`src/design/ace_consts.vh`:
```
// constants for the comparator event logic
`ifndef ACE_CONSTS_VH
`define ACE_CONSTS_VH

// register byte offsets
`define ACE_OFF_CSR        4'h0
`define ACE_OFF_BITOP      4'h4
`define ACE_OFF_INT_STAT   4'h8
`define ACE_OFF_INT_MASK   4'hC

// control/status field positions
`define ACE_CSR_POWER_OFF  7
`define ACE_CSR_RSVD       6
`define ACE_CSR_RESULT     5
`define ACE_CSR_FLAG       4
`define ACE_CSR_IRQ_EN     3
`define ACE_CSR_ROUTE      2
`define ACE_CSR_SEL_HI     1
`define ACE_CSR_SEL_LO     0

// bit operation field positions
`define ACE_BITOP_VALUE    3
`define ACE_BITOP_IDX_HI   2

// interrupt status field positions
`define ACE_INT_EVENT      0
`define ACE_INT_RISE       1
`define ACE_INT_FALL       2
`define ACE_INT_W          3

// reset values
`define ACE_CSR_RESET      8'h00
`define ACE_PWR_RESET      1'h0
`define ACE_SEL_RESET      2'h0
`define ACE_INT_RESET      3'h0

// event select codes
`define ACE_SEL_TOGGLE     2'h0
`define ACE_SEL_RSVD       2'h1
`define ACE_SEL_FALL       2'h2
`define ACE_SEL_RISE       2'h3

// axi responses
`define ACE_RESP_OKAY      2'h0
`define ACE_RESP_SLVERR    2'h2

`endif

```
`src/design/ace_sync_edge.v`:
```
// comparator result synchroniser with edge detection
`timescale 1ns/1ns
module ace_sync_edge (
    input  wire i_core_clk,
    input  wire i_nrst,
    input  wire i_raw,
    input  wire i_hold,
    output wire o_level,
    output wire o_rise,
    output wire o_fall
);

    reg meta_r;
    reg sync_r;
    reg prev_r;

    always @(posedge i_core_clk) begin
        if (!i_nrst) begin
            meta_r <= 1'b0;
            sync_r <= 1'b0;
        end else begin
            meta_r <= i_raw;
            sync_r <= meta_r;
        end
    end

    always @(posedge i_core_clk) begin
        if (!i_nrst) begin
            prev_r <= 1'b0;
        end else if (!i_hold) begin
            prev_r <= sync_r;
        end
    end

    // frozen while powered off
    assign o_level = prev_r;
    assign o_rise  = !i_hold && sync_r && !prev_r;
    assign o_fall  = !i_hold && !sync_r && prev_r;

endmodule // ace_sync_edge

```
`src/design/ace_core.v`:
```
// comparator control/status, event flag, interrupts and axi4-lite slave
//
// Contract
// - result bit reads one while positive input exceeds negative input
// - power-off bit 7 switches the comparator off at any time
// - bit 6 is reserved and always reads zero
// - bit 5 shows the comparator result, read only
// - event flag bit 4 sets on a result change matching the select field
// - interrupt request while flag, enable and global enable all set
// - flag clears when the comparator vector is executed
// - writing one to flag clears it, zero leaves it
// - single-bit set or clear on other bits also clears a set flag
// - interrupt enable bit 3 blocks requests while zero
// - route bit 2 drives result into capture front end, else no connection
// - select 00 toggle, 01 reserved, 10 falling, 11 rising
`timescale 1ns/1ns
`include "ace_consts.vh"
module ace_core (
    input  wire        i_core_clk,
    input  wire        i_nrst,
    // axi4-lite write address
    input  wire [3:0]  i_s_axi_awaddr,
    input  wire        i_s_axi_awvalid,
    output wire        o_s_axi_awready,
    // axi4-lite write data
    input  wire [31:0] i_s_axi_wdata,
    input  wire [3:0]  i_s_axi_wstrb,
    input  wire        i_s_axi_wvalid,
    output wire        o_s_axi_wready,
    // axi4-lite write response
    output wire [1:0]  o_s_axi_bresp,
    output wire        o_s_axi_bvalid,
    input  wire        i_s_axi_bready,
    // axi4-lite read address
    input  wire [3:0]  i_s_axi_araddr,
    input  wire        i_s_axi_arvalid,
    output wire        o_s_axi_arready,
    // axi4-lite read data
    output wire [31:0] o_s_axi_rdata,
    output wire [1:0]  o_s_axi_rresp,
    output wire        o_s_axi_rvalid,
    input  wire        i_s_axi_rready,
    // comparator and cpu side
    input  wire        i_comparator_result,
    input  wire        i_global_irq_enable,
    input  wire        i_vector_taken,
    output wire        o_comparator_power_off,
    output wire        o_comparator_irq,
    output wire        o_capture_source,
    output wire        o_int
);

    // register selects
    localparam SEL_NONE  = 3'h0;
    localparam SEL_CSR   = 3'h1;
    localparam SEL_BITOP = 3'h2;
    localparam SEL_STAT  = 3'h3;
    localparam SEL_MASK  = 3'h4;

    function [2:0] addr_sel;
        input [3:0] addr;
        begin
            case (addr)
                `ACE_OFF_CSR:      addr_sel = SEL_CSR;
                `ACE_OFF_BITOP:    addr_sel = SEL_BITOP;
                `ACE_OFF_INT_STAT: addr_sel = SEL_STAT;
                `ACE_OFF_INT_MASK: addr_sel = SEL_MASK;
                default:           addr_sel = SEL_NONE;
            endcase
        end
    endfunction

    // bus state
    reg                  awready_r;
    reg                  wready_r;
    reg                  bvalid_r;
    reg  [1:0]           bresp_r;
    reg                  arready_r;
    reg                  rvalid_r;
    reg  [1:0]           rresp_r;
    reg  [31:0]          rdata_r;
    reg  [3:0]           waddr_r;
    reg  [31:0]          wdata_r;
    reg  [3:0]           wstrb_r;

    // control/status state
    reg                  power_off_r;
    reg                  irq_en_r;
    reg                  route_r;
    reg  [1:0]           evt_sel_r;
    reg                  flag_r;
    reg  [`ACE_INT_W-1:0] int_stat_r;
    reg  [`ACE_INT_W-1:0] int_mask_r;

    // output flops
    reg                  cmp_irq_r;
    reg                  capture_r;
    reg                  int_r;

    // combinational
    reg                  csr_wr_en;
    reg  [7:0]           csr_wr_val;
    reg                  stat_wr_en;
    reg                  mask_wr_en;
    reg                  wr_err;
    reg  [31:0]          rd_val;
    reg                  rd_err;
    reg  [7:0]           bitop_val;
    reg                  evt_hit;
    reg                  flag_nxt;
    reg  [`ACE_INT_W-1:0] stat_nxt;

    wire                 result;
    wire                 res_rise;
    wire                 res_fall;
    wire [7:0]           csr_read;
    wire                 aw_hs;
    wire                 w_hs;
    wire                 b_hs;
    wire                 ar_hs;
    wire                 r_hs;
    wire                 wr_go;
    wire [2:0]           wr_sel;
    wire [2:0]           rd_sel;

    ace_sync_edge u_sync (
        .i_core_clk (i_core_clk),
        .i_nrst     (i_nrst),
        .i_raw      (i_comparator_result),
        .i_hold     (power_off_r),
        .o_level    (result),
        .o_rise     (res_rise),
        .o_fall     (res_fall)
    );

    assign csr_read = {power_off_r, 1'b0, result, flag_r, irq_en_r, route_r, evt_sel_r};

    assign aw_hs  = i_s_axi_awvalid && awready_r;
    assign w_hs   = i_s_axi_wvalid && wready_r;
    assign b_hs   = bvalid_r && i_s_axi_bready;
    assign ar_hs  = i_s_axi_arvalid && arready_r;
    assign r_hs   = rvalid_r && i_s_axi_rready;
    assign wr_go  = !awready_r && !wready_r && !bvalid_r;
    assign wr_sel = addr_sel(waddr_r);
    assign rd_sel = addr_sel(i_s_axi_araddr);

    // write decode
    always @* begin
        csr_wr_en  = 1'b0;
        csr_wr_val = csr_read;
        stat_wr_en = 1'b0;
        mask_wr_en = 1'b0;
        wr_err     = 1'b0;
        bitop_val  = csr_read;
        bitop_val[wdata_r[`ACE_BITOP_IDX_HI:0]] = wdata_r[`ACE_BITOP_VALUE];
        if (wr_go) begin
            case (wr_sel)
                SEL_CSR: begin
                    csr_wr_en  = wstrb_r[0];
                    csr_wr_val = wdata_r[7:0];
                end
                SEL_BITOP: begin
                    csr_wr_en  = wstrb_r[0];
                    csr_wr_val = bitop_val;
                end
                SEL_STAT: begin
                    stat_wr_en = wstrb_r[0];
                end
                SEL_MASK: begin
                    mask_wr_en = wstrb_r[0];
                end
                default: begin
                    wr_err = 1'b1;
                end
            endcase
        end
    end

    // read decode
    always @* begin
        rd_val = 32'h00000000;
        rd_err = 1'b0;
        case (rd_sel)
            SEL_CSR: begin
                rd_val[7:0] = csr_read;
            end
            SEL_BITOP: begin
                rd_val = 32'h00000000;
            end
            SEL_STAT: begin
                rd_val[`ACE_INT_W-1:0] = int_stat_r;
            end
            SEL_MASK: begin
                rd_val[`ACE_INT_W-1:0] = int_mask_r;
            end
            default: begin
                rd_err = 1'b1;
            end
        endcase
    end

    // event match and flag next value
    always @* begin
        case (evt_sel_r)
            `ACE_SEL_TOGGLE: evt_hit = res_rise || res_fall;
            `ACE_SEL_FALL:   evt_hit = res_fall;
            `ACE_SEL_RISE:   evt_hit = res_rise;
            default:         evt_hit = 1'b0;
        endcase
        flag_nxt = flag_r;
        if (i_vector_taken) begin
            flag_nxt = 1'b0;
        end
        if (csr_wr_en && csr_wr_val[`ACE_CSR_FLAG]) begin
            flag_nxt = 1'b0;
        end
        if (evt_hit) begin
            flag_nxt = 1'b1;
        end
    end

    // interrupt status next value
    always @* begin
        stat_nxt = int_stat_r;
        if (stat_wr_en) begin
            stat_nxt = int_stat_r & ~wdata_r[`ACE_INT_W-1:0];
        end
        stat_nxt[`ACE_INT_EVENT] = stat_nxt[`ACE_INT_EVENT] | evt_hit;
        stat_nxt[`ACE_INT_RISE]  = stat_nxt[`ACE_INT_RISE] | res_rise;
        stat_nxt[`ACE_INT_FALL]  = stat_nxt[`ACE_INT_FALL] | res_fall;
    end

    // write channels
    always @(posedge i_core_clk) begin
        if (!i_nrst) begin
            awready_r <= 1'b1;
            wready_r  <= 1'b1;
            bvalid_r  <= 1'b0;
            bresp_r   <= `ACE_RESP_OKAY;
            waddr_r   <= 4'h0;
            wdata_r   <= 32'h00000000;
            wstrb_r   <= 4'h0;
        end else begin
            if (aw_hs) begin
                awready_r <= 1'b0;
                waddr_r   <= i_s_axi_awaddr;
            end
            if (w_hs) begin
                wready_r <= 1'b0;
                wdata_r  <= i_s_axi_wdata;
                wstrb_r  <= i_s_axi_wstrb;
            end
            if (wr_go) begin
                bvalid_r <= 1'b1;
                bresp_r  <= wr_err ? `ACE_RESP_SLVERR : `ACE_RESP_OKAY;
            end
            if (b_hs) begin
                bvalid_r  <= 1'b0;
                awready_r <= 1'b1;
                wready_r  <= 1'b1;
            end
        end
    end

    // read channels
    always @(posedge i_core_clk) begin
        if (!i_nrst) begin
            arready_r <= 1'b1;
            rvalid_r  <= 1'b0;
            rresp_r   <= `ACE_RESP_OKAY;
            rdata_r   <= 32'h00000000;
        end else begin
            if (ar_hs) begin
                arready_r <= 1'b0;
                rvalid_r  <= 1'b1;
                rdata_r   <= rd_val;
                rresp_r   <= rd_err ? `ACE_RESP_SLVERR : `ACE_RESP_OKAY;
            end
            if (r_hs) begin
                rvalid_r  <= 1'b0;
                arready_r <= 1'b1;
            end
        end
    end

    // control/status fields
    always @(posedge i_core_clk) begin
        if (!i_nrst) begin
            power_off_r <= `ACE_PWR_RESET;
            irq_en_r    <= 1'b0;
            route_r     <= 1'b0;
            evt_sel_r   <= `ACE_SEL_RESET;
            flag_r      <= 1'b0;
        end else begin
            if (csr_wr_en) begin
                power_off_r <= csr_wr_val[`ACE_CSR_POWER_OFF];
                irq_en_r    <= csr_wr_val[`ACE_CSR_IRQ_EN];
                route_r     <= csr_wr_val[`ACE_CSR_ROUTE];
                evt_sel_r   <= csr_wr_val[`ACE_CSR_SEL_HI:`ACE_CSR_SEL_LO];
            end
            flag_r <= flag_nxt;
        end
    end

    // interrupt status and mask
    always @(posedge i_core_clk) begin
        if (!i_nrst) begin
            int_stat_r <= `ACE_INT_RESET;
            int_mask_r <= `ACE_INT_RESET;
        end else begin
            int_stat_r <= stat_nxt;
            if (mask_wr_en) begin
                int_mask_r <= wdata_r[`ACE_INT_W-1:0];
            end
        end
    end

    // registered outputs
    always @(posedge i_core_clk) begin
        if (!i_nrst) begin
            cmp_irq_r <= 1'b0;
            capture_r <= 1'b0;
            int_r     <= 1'b0;
        end else begin
            cmp_irq_r <= flag_r && irq_en_r && i_global_irq_enable;
            capture_r <= route_r && result;
            int_r     <= |(int_stat_r & int_mask_r);
        end
    end

    assign o_comparator_power_off = power_off_r;
    assign o_comparator_irq       = cmp_irq_r;
    assign o_capture_source       = capture_r;
    assign o_int                  = int_r;
    assign o_s_axi_awready        = awready_r;
    assign o_s_axi_wready         = wready_r;
    assign o_s_axi_bvalid         = bvalid_r;
    assign o_s_axi_bresp          = bresp_r;
    assign o_s_axi_arready        = arready_r;
    assign o_s_axi_rvalid         = rvalid_r;
    assign o_s_axi_rresp          = rresp_r;
    assign o_s_axi_rdata          = rdata_r;

endmodule // ace_core

```
`config.mk`:
```
export PLATFORM = sky130hd
export DESIGN_NAME = ace_core
export DESIGN_NICKNAME = d
export VERILOG_FILES = /design/src/design/ace_sync_edge.v /design/src/design/ace_core.v
export VERILOG_INCLUDE_DIRS = /design/src /design/src/design
export SDC_FILE = /design/constraint.sdc
export NUM_CORES = 1
export LEC_CHECK = 0
export ABC_AREA = 1
export CORE_MARGIN = 2
export CORE_UTILIZATION = 49
export DETAILED_ROUTE_END_ITERATION = 12
export DONT_BUFFER_PORTS = 1
export HOLD_SLACK_MARGIN = 0.02
export PLACE_DENSITY = 0.66
export SYNTH_ARGS = -nofsm -noshare
export SYNTH_HDL_FRONTEND = slang
export SYNTH_HIERARCHICAL = 1
export SYNTH_SLANG_ARGS = --single-unit
```
`constraint.sdc`:
```
create_clock -name i_core_clk -period 0.95 [get_ports i_core_clk]
set_input_delay 0.095 -clock i_core_clk [delete_from_list [all_inputs] [get_ports i_core_clk]]
set_output_delay 0.095 -clock i_core_clk [all_outputs]
set_load 0.005 [all_outputs]
```
* Word level (Yosys, flattened, before mapping)
Cells that the tools add are included.
Storage, ports and cells: flip-flop bits (word level) 48, input port bits 54, output and inout port bits 45, word-level logic and storage cells 108
Cells by class: $lt $le $gt $ge 2, eq/ne operators 16, muxes and demuxes 24, bitwise logic cells 7, reduce and logical (&&, ||, !) cells 35
Operators by type and width (count):
- 3-bit one-hot mux with 4 select lines | 2
- 4-bit equality test (second input constant) | 4
- 1-bit logical AND | 16
- 8-bit one-hot mux with 2 select lines | 1
- 3-bit by 2-bit equality test with 1-bit output (second input constant) | 4
- 1-bit two-way mux | 12
- 5-bit two-way mux | 2
- 3-bit one-hot mux with 3 select lines | 1
- 8-bit bitwise mux | 1
- 4-bit by 3-bit equality test with 1-bit output (second input constant) | 2
- 4-bit zero test | 2
- 4-bit OR reduction | 2
- 3-bit AND | 2
- 3-bit by 1-bit equality test with 1-bit output (second input constant) | 2
- 3-bit equality test (second input constant) | 2
- 1-bit zero test | 6
- 2-bit OR reduction | 3
- 2-bit equality test (second input constant) | 2
- 3-bit by 4-bit less-than comparator with 1-bit output (second input constant) | 1
- 2-bit two-way mux | 2
- 1-bit demux with 3-bit select | 1
- 3-bit by 1-bit >= comparator with 1-bit output (second input constant) | 1
- 3-bit two-way mux | 1
- 3-bit inverter | 1
- other kinds (9) | 11

* Depth between registers and ports, before layout
Gate-level depths: netlist of the first run.
depth in word-level cells 10, gate-level depth with buffers 8

* Modules after synthesis
Netlist of the first run, hierarchy kept.
Modules (own cells, without submodules):
- ace_core | times used 1, cells each 264, area each 1968.1 sq um, seq. area each 800.8 sq um
- ace_sync_edge | times used 1, cells each 15, area each 112.6 sq um, seq. area each 60.1 sq um

* Least setup slack after synthesis of the first run
Ideal clock, no wire load.
path kind reg-to-reg, start reg wready_r (netlist: o_s_axi_wready), end reg int_mask_r[0], setup time 0.113 ns, arrival 0.919 ns, slack -0.082 ns, stages on the path, launching flop included 7, cells stage by stage dfxtp_1 -> inv_1 -> nand3_4 -> nor3_4 -> nand2_1 -> nand2_1 -> nor2_1
On the way: cells in the longest elaborated chain, start to end 4
RTL lines:
- start, declared | line ace_core.v:75 | reg wready_r;
- start signal, assigned | line ace_core.v:237 | wready_r <= 1'b1;
- start signal, assigned | line ace_core.v:249 | wready_r <= 1'b0;
- start signal, assigned | line ace_core.v:260 | wready_r <= 1'b1;
- 1-bit zero test | line ace_core.v:143 | assign wr_go = !awready_r && !wready_r && !bvalid_r;
- 1-bit logical AND (2 in a row) | line ace_core.v:143
- 1-bit two-way mux | line ace_core.v:156 | if (wr_go) begin
- end signal, assigned | line ace_core.v:309 | int_mask_r <= `ACE_INT_RESET;
- end signal, assigned | line ace_core.v:313 | int_mask_r <= wdata_r[`ACE_INT_W-1:0];
- end, declared | line ace_core.v:93 | reg [`ACE_INT_W-1:0] int_mask_r;
Every way passes these cells. A chain may end at the register's enable or synchronous reset.

* Final worst setup path of the first run
start reg bvalid_r (netlist: o_s_axi_bvalid), end reg int_stat_r[2]
On the way: cells in the longest elaborated chain, start to end 5
RTL lines:
- start, declared | line ace_core.v:76 | reg bvalid_r;
- start signal, assigned | line ace_core.v:238 | bvalid_r <= 1'b0;
- start signal, assigned | line ace_core.v:254 | bvalid_r <= 1'b1;
- start signal, assigned | line ace_core.v:258 | bvalid_r <= 1'b0;
- 1-bit zero test | line ace_core.v:143
- 1-bit logical AND | line ace_core.v:143
- 1-bit two-way mux | line ace_core.v:156
- 3-bit two-way mux | line ace_core.v:225 | if (stat_wr_en) begin
- 1-bit OR | line ace_core.v:230 | stat_nxt[`ACE_INT_FALL] = stat_nxt[`ACE_INT_FALL] | res_fall;
- end signal, assigned | line ace_core.v:308 | int_stat_r <= `ACE_INT_RESET;
- end signal, assigned | line ace_core.v:311 | int_stat_r <= stat_nxt;
- end, declared | line ace_core.v:92 | reg [`ACE_INT_W-1:0] int_stat_r;
Every way passes these cells.

==> impl_metrics.csv, run 1 <==
group,metric,value,unit
worst_setup_path,endpoint_kind,"register",
sta,final-max-slew-violation-count,0,
logic_synthesis,synth_area_leader_cell,"dfxtp_1",
logic_synthesis,syn_inst,279,
place,gp_congestion,0.889,
worst_setup_path,critPathMaxFanout,5,
sta,finalWorstSetupSlack,-202,ps
routing,ant_nets,0,
clock_tree,clkTransAtPathRegs,80,ps
routing,first_pass_iters,4,
min_path,hp-class,"input pin to register",
logic_synthesis,syn_avg_cell_area,7.46,um^2
finish,fin_area,0.00253,mm^2
worst_setup_path,path_class,"register to register",
finish,layout_common_cells,"nand2_1 (49), dfxtp_1 (34), a21oi_1 (30)",
die,dieWidth,69.2,um
flow_run,drv_cap,0,
global_route,grt_usage,19.6,%
worst_setup_path,reg2reg_from,"o_s_axi_bvalid",
power_and_ir_drop,swShare,27.4,%
global_route,grt_pass1_wl,7.69,mm
global_route,antenna_found_initial,0,
worst_setup_path,cp.required,1150,ps
finish,num-fill-cells,364,
power_and_ir_drop,intPower,2770,uW
finish,seq_area,875,um^2
routing,drt_iter0_markers,63,
routing,totalWireLength,4.57,mm
power_and_ir_drop,power_frac_clock,32.5,%
status,outcome,"finished with violations",
clock_tree,cts_sinks,43,
sta,max_freq,0.868,GHz
clock_tree,cts_hold_buf,8,
clock_tree,insertion_delay,300,ps
routing,avgRoutedWirePerCell,12.3,um
power_and_ir_drop,ir_drop,0.980,mV
sta,rsz0062_at_grt,"true",
logic_synthesis,netlist_top_cells_area,"dfxtp_1 (41%), buf_4 (10%), nand2_1 (9.7%)",
logic_synthesis,yosysSeqAreaShare,41.4,%
clock_tree,cts_buffers,5,
status,violations,"negative hold slack, negative setup slack",
worst_setup_path,startpoint_type,"register",
global_route,overflow,0,
worst_setup_path,startpoint,"o_s_axi_bvalid",
place,portBuffers,0,
place,dpl-instance-area,0.00225,mm^2
die,initial_core_util,51.3,%
routing,drc_errors,0,
finish,nets,375,
power_and_ir_drop,p_per_area,1500,mW/mm^2
sta,setup_violations,18,
finish,multi_input_area,0.00104,mm^2
finish,drive_gt1_share,27.0,%
power_and_ir_drop,power_frac_comb,15.4,%
sta,finalSetupTns,-1960,ps
routing,vias,1899,
sta,fin_crit,1150,ps
global_route,first_global_vias,1742,
place,pre_cts_slack,-149,ps
sta,timing.final.crit_share,121,%
power_and_ir_drop,power_frac_seq,52.1,%
finish,utilization,62.5,%
clock_tree,clockBufferDepth,2,
clock_tree,cts.htree.levels,2,
logic_synthesis,synth_warnings,6,
die,dieArea,0.00478,mm^2
logic_synthesis,yosys.area.top_type_share,41.4,%
die,io_pins,99,
power_and_ir_drop,power_leakage,0.00108,uW
finish,area_delta_synth_final,21.8,%
clock_tree,clockRootBuffer,"clkbuf_8",
min_path,min_from,"i_nrst",
sta,skew,5.27,ps
finish,final_common_cell,"nand2_1",
logic_synthesis,ys_types,25,
power_and_ir_drop,netSwitchingPower,1040,uW
finish,diodes,0,
die,coreArea,0.00406,mm^2
logic_synthesis,synth-seq-cells,43,
die,rows,23,
global_route,grt_max_degree,30,
clock_tree,cts_tree,"yes",
place,dp_hpwl,3.27,mm
logic_synthesis,synth_area,0.00208,mm^2
worst_setup_path,worstPathArrival,1350,ps
die,fp.dieH,69.2,um
sta,final_hold_viol_count,27,
routing,vias_per_cell,5.10,
sta,hold_ws,-110,ps
[sequential cells by signal, summed over array words and instances (netlist names), 2 cells and up]
| name | cells |
|---|---|
| int_stat_r | 3 |
| evt_sel_r | 2 |
| wdata_r | 6 |
| o_s_axi_rdata | 7 |
| waddr_r | 4 |
| int_mask_r | 3 |
[metrics by stage]
step / total power [uW] / cells / hold slack, ps
after floorplan: 2390 / 305 / 188
after global placement: 2500 / 353 / 191
after detailed placement: 2510 / 353 / 196
after CTS: 3800 / 371 / -116
after global routing: 4010 / 372 / -104
final: 3810 / 372 / -110
[path summary, 6_finish.rpt]
kind / slack [ps] / depth (start not counted) / endpoint
hold reg to reg: 420 / 2 / u_sync/sync_r
setup reg to reg: -200 / 7 / int_stat_r[2]
hold / removal: -110 / 2 / u_sync/sync_r
setup / recovery: -200 / 7 / int_stat_r[2]
[power groups by stage]
| stage | logic [uW] | registers, uW | clock network [uW] |
|---|---|---|---|
| after floorplan | 387 | 2000 | 0 |
| after global placement | 489 | 2010 | 0 |
| after detailed placement | 492 | 2020 | 0 |
| after CTS | 557 | 1980 | 1260 |
| after global routing | 655 | 2000 | 1360 |
| final | 588 | 1980 | 1240 |
[synthesized netlist by cell type, drive strengths merged]
master / instances
a21boi: 1
a21oi: 35
dfxtp: 43
clkbuf: 2
nand3: 16
o21ai: 24
a22oi: 1
nand4: 9
conb: 1
nand2: 55
nor2: 26
o211ai: 3
buf: 31
nor3: 1
nor4: 1
o21a: 1
inv: 29
[area by class of cell]
| type | instances | share of cell area, % |
|---|---|---|
| timing repair buffer | 41 | 13.5 |
| timing repair inverter | 1 | 0.296 |
| tap | 50 | 2.47 |
| clock buffer | 7 | 3.41 |
| sequential | 43 | 34.5 |
| multi-input combinational | 200 | 41.0 |
| inverter | 29 | 4.44 |
| clock inverter | 1 | 0.346 |
[routing by layer]
layer	part of all wire, %	vias up	global-route usage (%)	routed length [um]
li1	-	944	-	-
met1	45	875	25.5	2040
met3	8.1	6	5.85	370
met4	1.0	0	4.58	47
met2	46	74	31.9	2110
met5	0	-	0	0
[worst max-delay path, cell delays in order (launching register included)]
cell,delay (ps)
dfxtp_2,330
inv_2,70
nand3_4,120
buf_4,170
nor2_4,90
nand3_1,80
a21oi_1,140
nor2_1,50
[cells by family after synthesis]
| group | synth area share [%] |
|---|---|
| AND/OR/NAND/NOR | 25.5 |
| flip-flops | 41.4 |
| buffers and inverters | 16.4 |
| other | 0.180 |
| AO/OA/AOI/OAI | 16.5 |
[timing repair]
| item | CTS | global route |
|---|---|---|
| endpoints found under the hold margin | 34 | 27 |
| gates resized for setup | 17 | 17 |
| setup endpoints to repair | 34 | 31 |
| gates cloned | 1 | 0 |
| buffers inserted | 1 | 1 |
| pin swaps | 2 | 6 |
Note: power is estimated with default switching activity, not from simulation.
==> run 2, diff against run 1 <==
==> constraint.sdc (replaced) <==
create_clock -name i_core_clk -period 0.95 [get_ports i_core_clk]
set_input_delay 0.2375 -clock i_core_clk [delete_from_list [all_inputs] [get_ports i_core_clk]]
set_output_delay 0.2375 -clock i_core_clk [all_outputs]
set_load 0.005 [all_outputs]
==> run 2 against run 1 <==
Register-to-register slack improved by 30 ps. Worst hold slack improved by 140 ps. Critical path type unchanged. Clock-buffer cell count did not move. The flow finishes with violations (negative setup slack). Non-clock buffer count fell by 6. First-iteration DRC count rose by 7.9%. Total power fell by 1.2%. Fmax rose by 2.6%. Sequential power barely moved.
==> impl_metrics.csv, run 2 (synthesis results as in run 1) <==
group,metric,value,unit
worst_setup_path,cp.required,1130,ps
power_and_ir_drop,power_frac_comb,15.9,%
die,dieWidth,69.2,um
clock_tree,cts_sinks,43,
die,coreArea,0.00406,mm^2
clock_tree,cts_hold_buf,0,
finish,multi_input_area,0.00107,mm^2
finish,diodes,0,
sta,max_freq,0.891,GHz
clock_tree,cts.htree.levels,2,
power_and_ir_drop,power_frac_clock,31.3,%
routing,avgRoutedWirePerCell,12.7,um
sta,fin_crit,1120,ps
clock_tree,clkTransAtPathRegs,80,ps
min_path,worst_hold_path.num_cells,1,
sta,rsz0062_at_grt,"true",
finish,layout.cells.non_filler,366,
worst_setup_path,startpoint,"waddr_r[0]",
sta,finalSetupTns,-2190,ps
finish,area_delta_synth_final,20.7,%
status,violations,"negative setup slack",
status,outcome,"finished with violations",
sta,finalWorstSetupSlack,-173,ps
place,portBuffers,0,
worst_setup_path,reg2reg_from,"waddr_r[0]",
finish,layout_common_cells,"nand2_1 (47), dfxtp_1 (33), a21oi_1 (29)",
place,gp_congestion,0.870,
routing,drc_errors,0,
clock_tree,insertion_delay,290,ps
worst_setup_path,rr_endpoint,"irq_en_r",
global_route,first_global_vias,1720,
global_route,overflow,0,
sta,final_hold_viol_count,0,
worst_setup_path,worstPathArrival,1300,ps
routing,totalWireLength,4.63,mm
clock_tree,cts_tree,"yes",
sta,final-max-slew-violation-count,0,
finish,nets,369,
power_and_ir_drop,ir_drop,1.07,mV
die,io_pins,99,
min_path,hold-path-endpoint,"o_s_axi_wready",
power_and_ir_drop,power_leakage,0.00106,uW
routing,vias_per_cell,5.02,
power_and_ir_drop,swShare,26.7,%
place,placed_cells_incl_taps,353,
sta,skew,6.29,ps
worst_setup_path,critPathMaxFanout,8,
worst_setup_path,startpoint_type,"register",
routing,first_pass_iters,4,
min_path,min_from,"i_s_axi_wvalid",
finish,fin_area,0.00251,mm^2
clock_tree,clockBufferDepth,2,
finish,seq_area,876,um^2
finish,num-fill-cells,382,
flow_run,drv_cap,0,
finish,utilization,61.9,%
sta,setup_violations,23,
finish,largest_reg_flops,7,
finish,final_common_cell,"nand2_1",
power_and_ir_drop,intPower,2760,uW
die,fp.dieH,69.2,um
die,dieArea,0.00478,mm^2
sta,timing.final.crit_share,118,%
finish,drive_gt1_share,30.7,%
routing,vias,1838,
sta,hold_ws,30.4,ps
global_route,grt_usage,19.4,%
global_route,grt_max_degree,30,
die,initial_core_util,51.3,%
place,dp_hpwl,3.32,mm
routing,drt_iter0_markers,68,
die,rows,23,
clock_tree,cts_buffers,5,
worst_setup_path,path_class,"register to register",
power_and_ir_drop,power_frac_seq,52.8,%
min_path,hp-class,"input pin to register",
power_and_ir_drop,netSwitchingPower,1010,uW
worst_setup_path,endpoint_kind,"register",
global_route,grt_pass1_wl,7.60,mm
worst_setup_path,rrSetupSlack,-170,ps
routing,ant_nets,0,
worst_setup_path,rr_worst_depth,6,
clock_tree,clockRootBuffer,"clkbuf_8",
power_and_ir_drop,p_per_area,1500,mW/mm^2
place,dpl-instance-area,0.00225,mm^2
global_route,antenna_found_initial,0,
run 2: worst max-delay path by stage:
stage	end	slack, ps
floorplan	int_mask_r[1]	-50
global placement	o_comparator_power_off	-200
detailed placement	o_comparator_power_off	-190
CTS	irq_en_r	-160
global route	irq_en_r	-260
finish	irq_en_r	-170
run 2: layout make-up:
class,count,share of cell area [%]
Tap cell,50,2.49
Clock inverter,1,0.199
Sequential cell,43,34.9
Inverter,29,4.48
Timing Repair Buffer,35,11.7
Timing Repair inverter,1,0.299
Clock buffer,7,3.44
Multi-Input combinational cell,200,42.6
run 2: critical path, cell delays in order (launching register included):
cell and delay [ps]:
dfxtp_2 340, nor2_4 160, nand3_2 100, nor2_4 180, o211ai_1 120, nand2_1 70
nor2_1 30
run 2: metrics by stage:
step | worst slack [ps] | total power [uW]
2_1_floorplan | -52.7 | 2390
3_3_place_gp | -195 | 2490
3_5_place_dp | -192 | 2500
4_1_cts | -160 | 3740
5_1_grt | -262 | 3980
6_report | -173 | 3760
run 2: timing repair:
item | CTS | global route
buffers inserted | 2 | 2
cloned | 1 | 0
setup endpoints to repair | 37 | 34
gates resized for setup | 28 | 22
pin swaps | 1 | 2
run 2: per-layer routing:
layer / vias to the layer above / track usage (%) / part of all wire (%)
li1: 933 / - / -
met1: 841 / 25.4 / 44
met2: 62 / 31.7 / 50
met3: 2 / 3.80 / 5.3
met4: 0 / 7.19 / 0.54
met5: - / 0 / 0
run 2: power groups by stage:
stage	Clock (uW)	Sequential (uW)	Combinational [uW]
after global placement	0	2010	483
after floorplan	0	2000	387
after CTS	1220	1980	547
after detailed placement	0	2010	492
final	1180	1990	600
after global routing	1310	2000	663
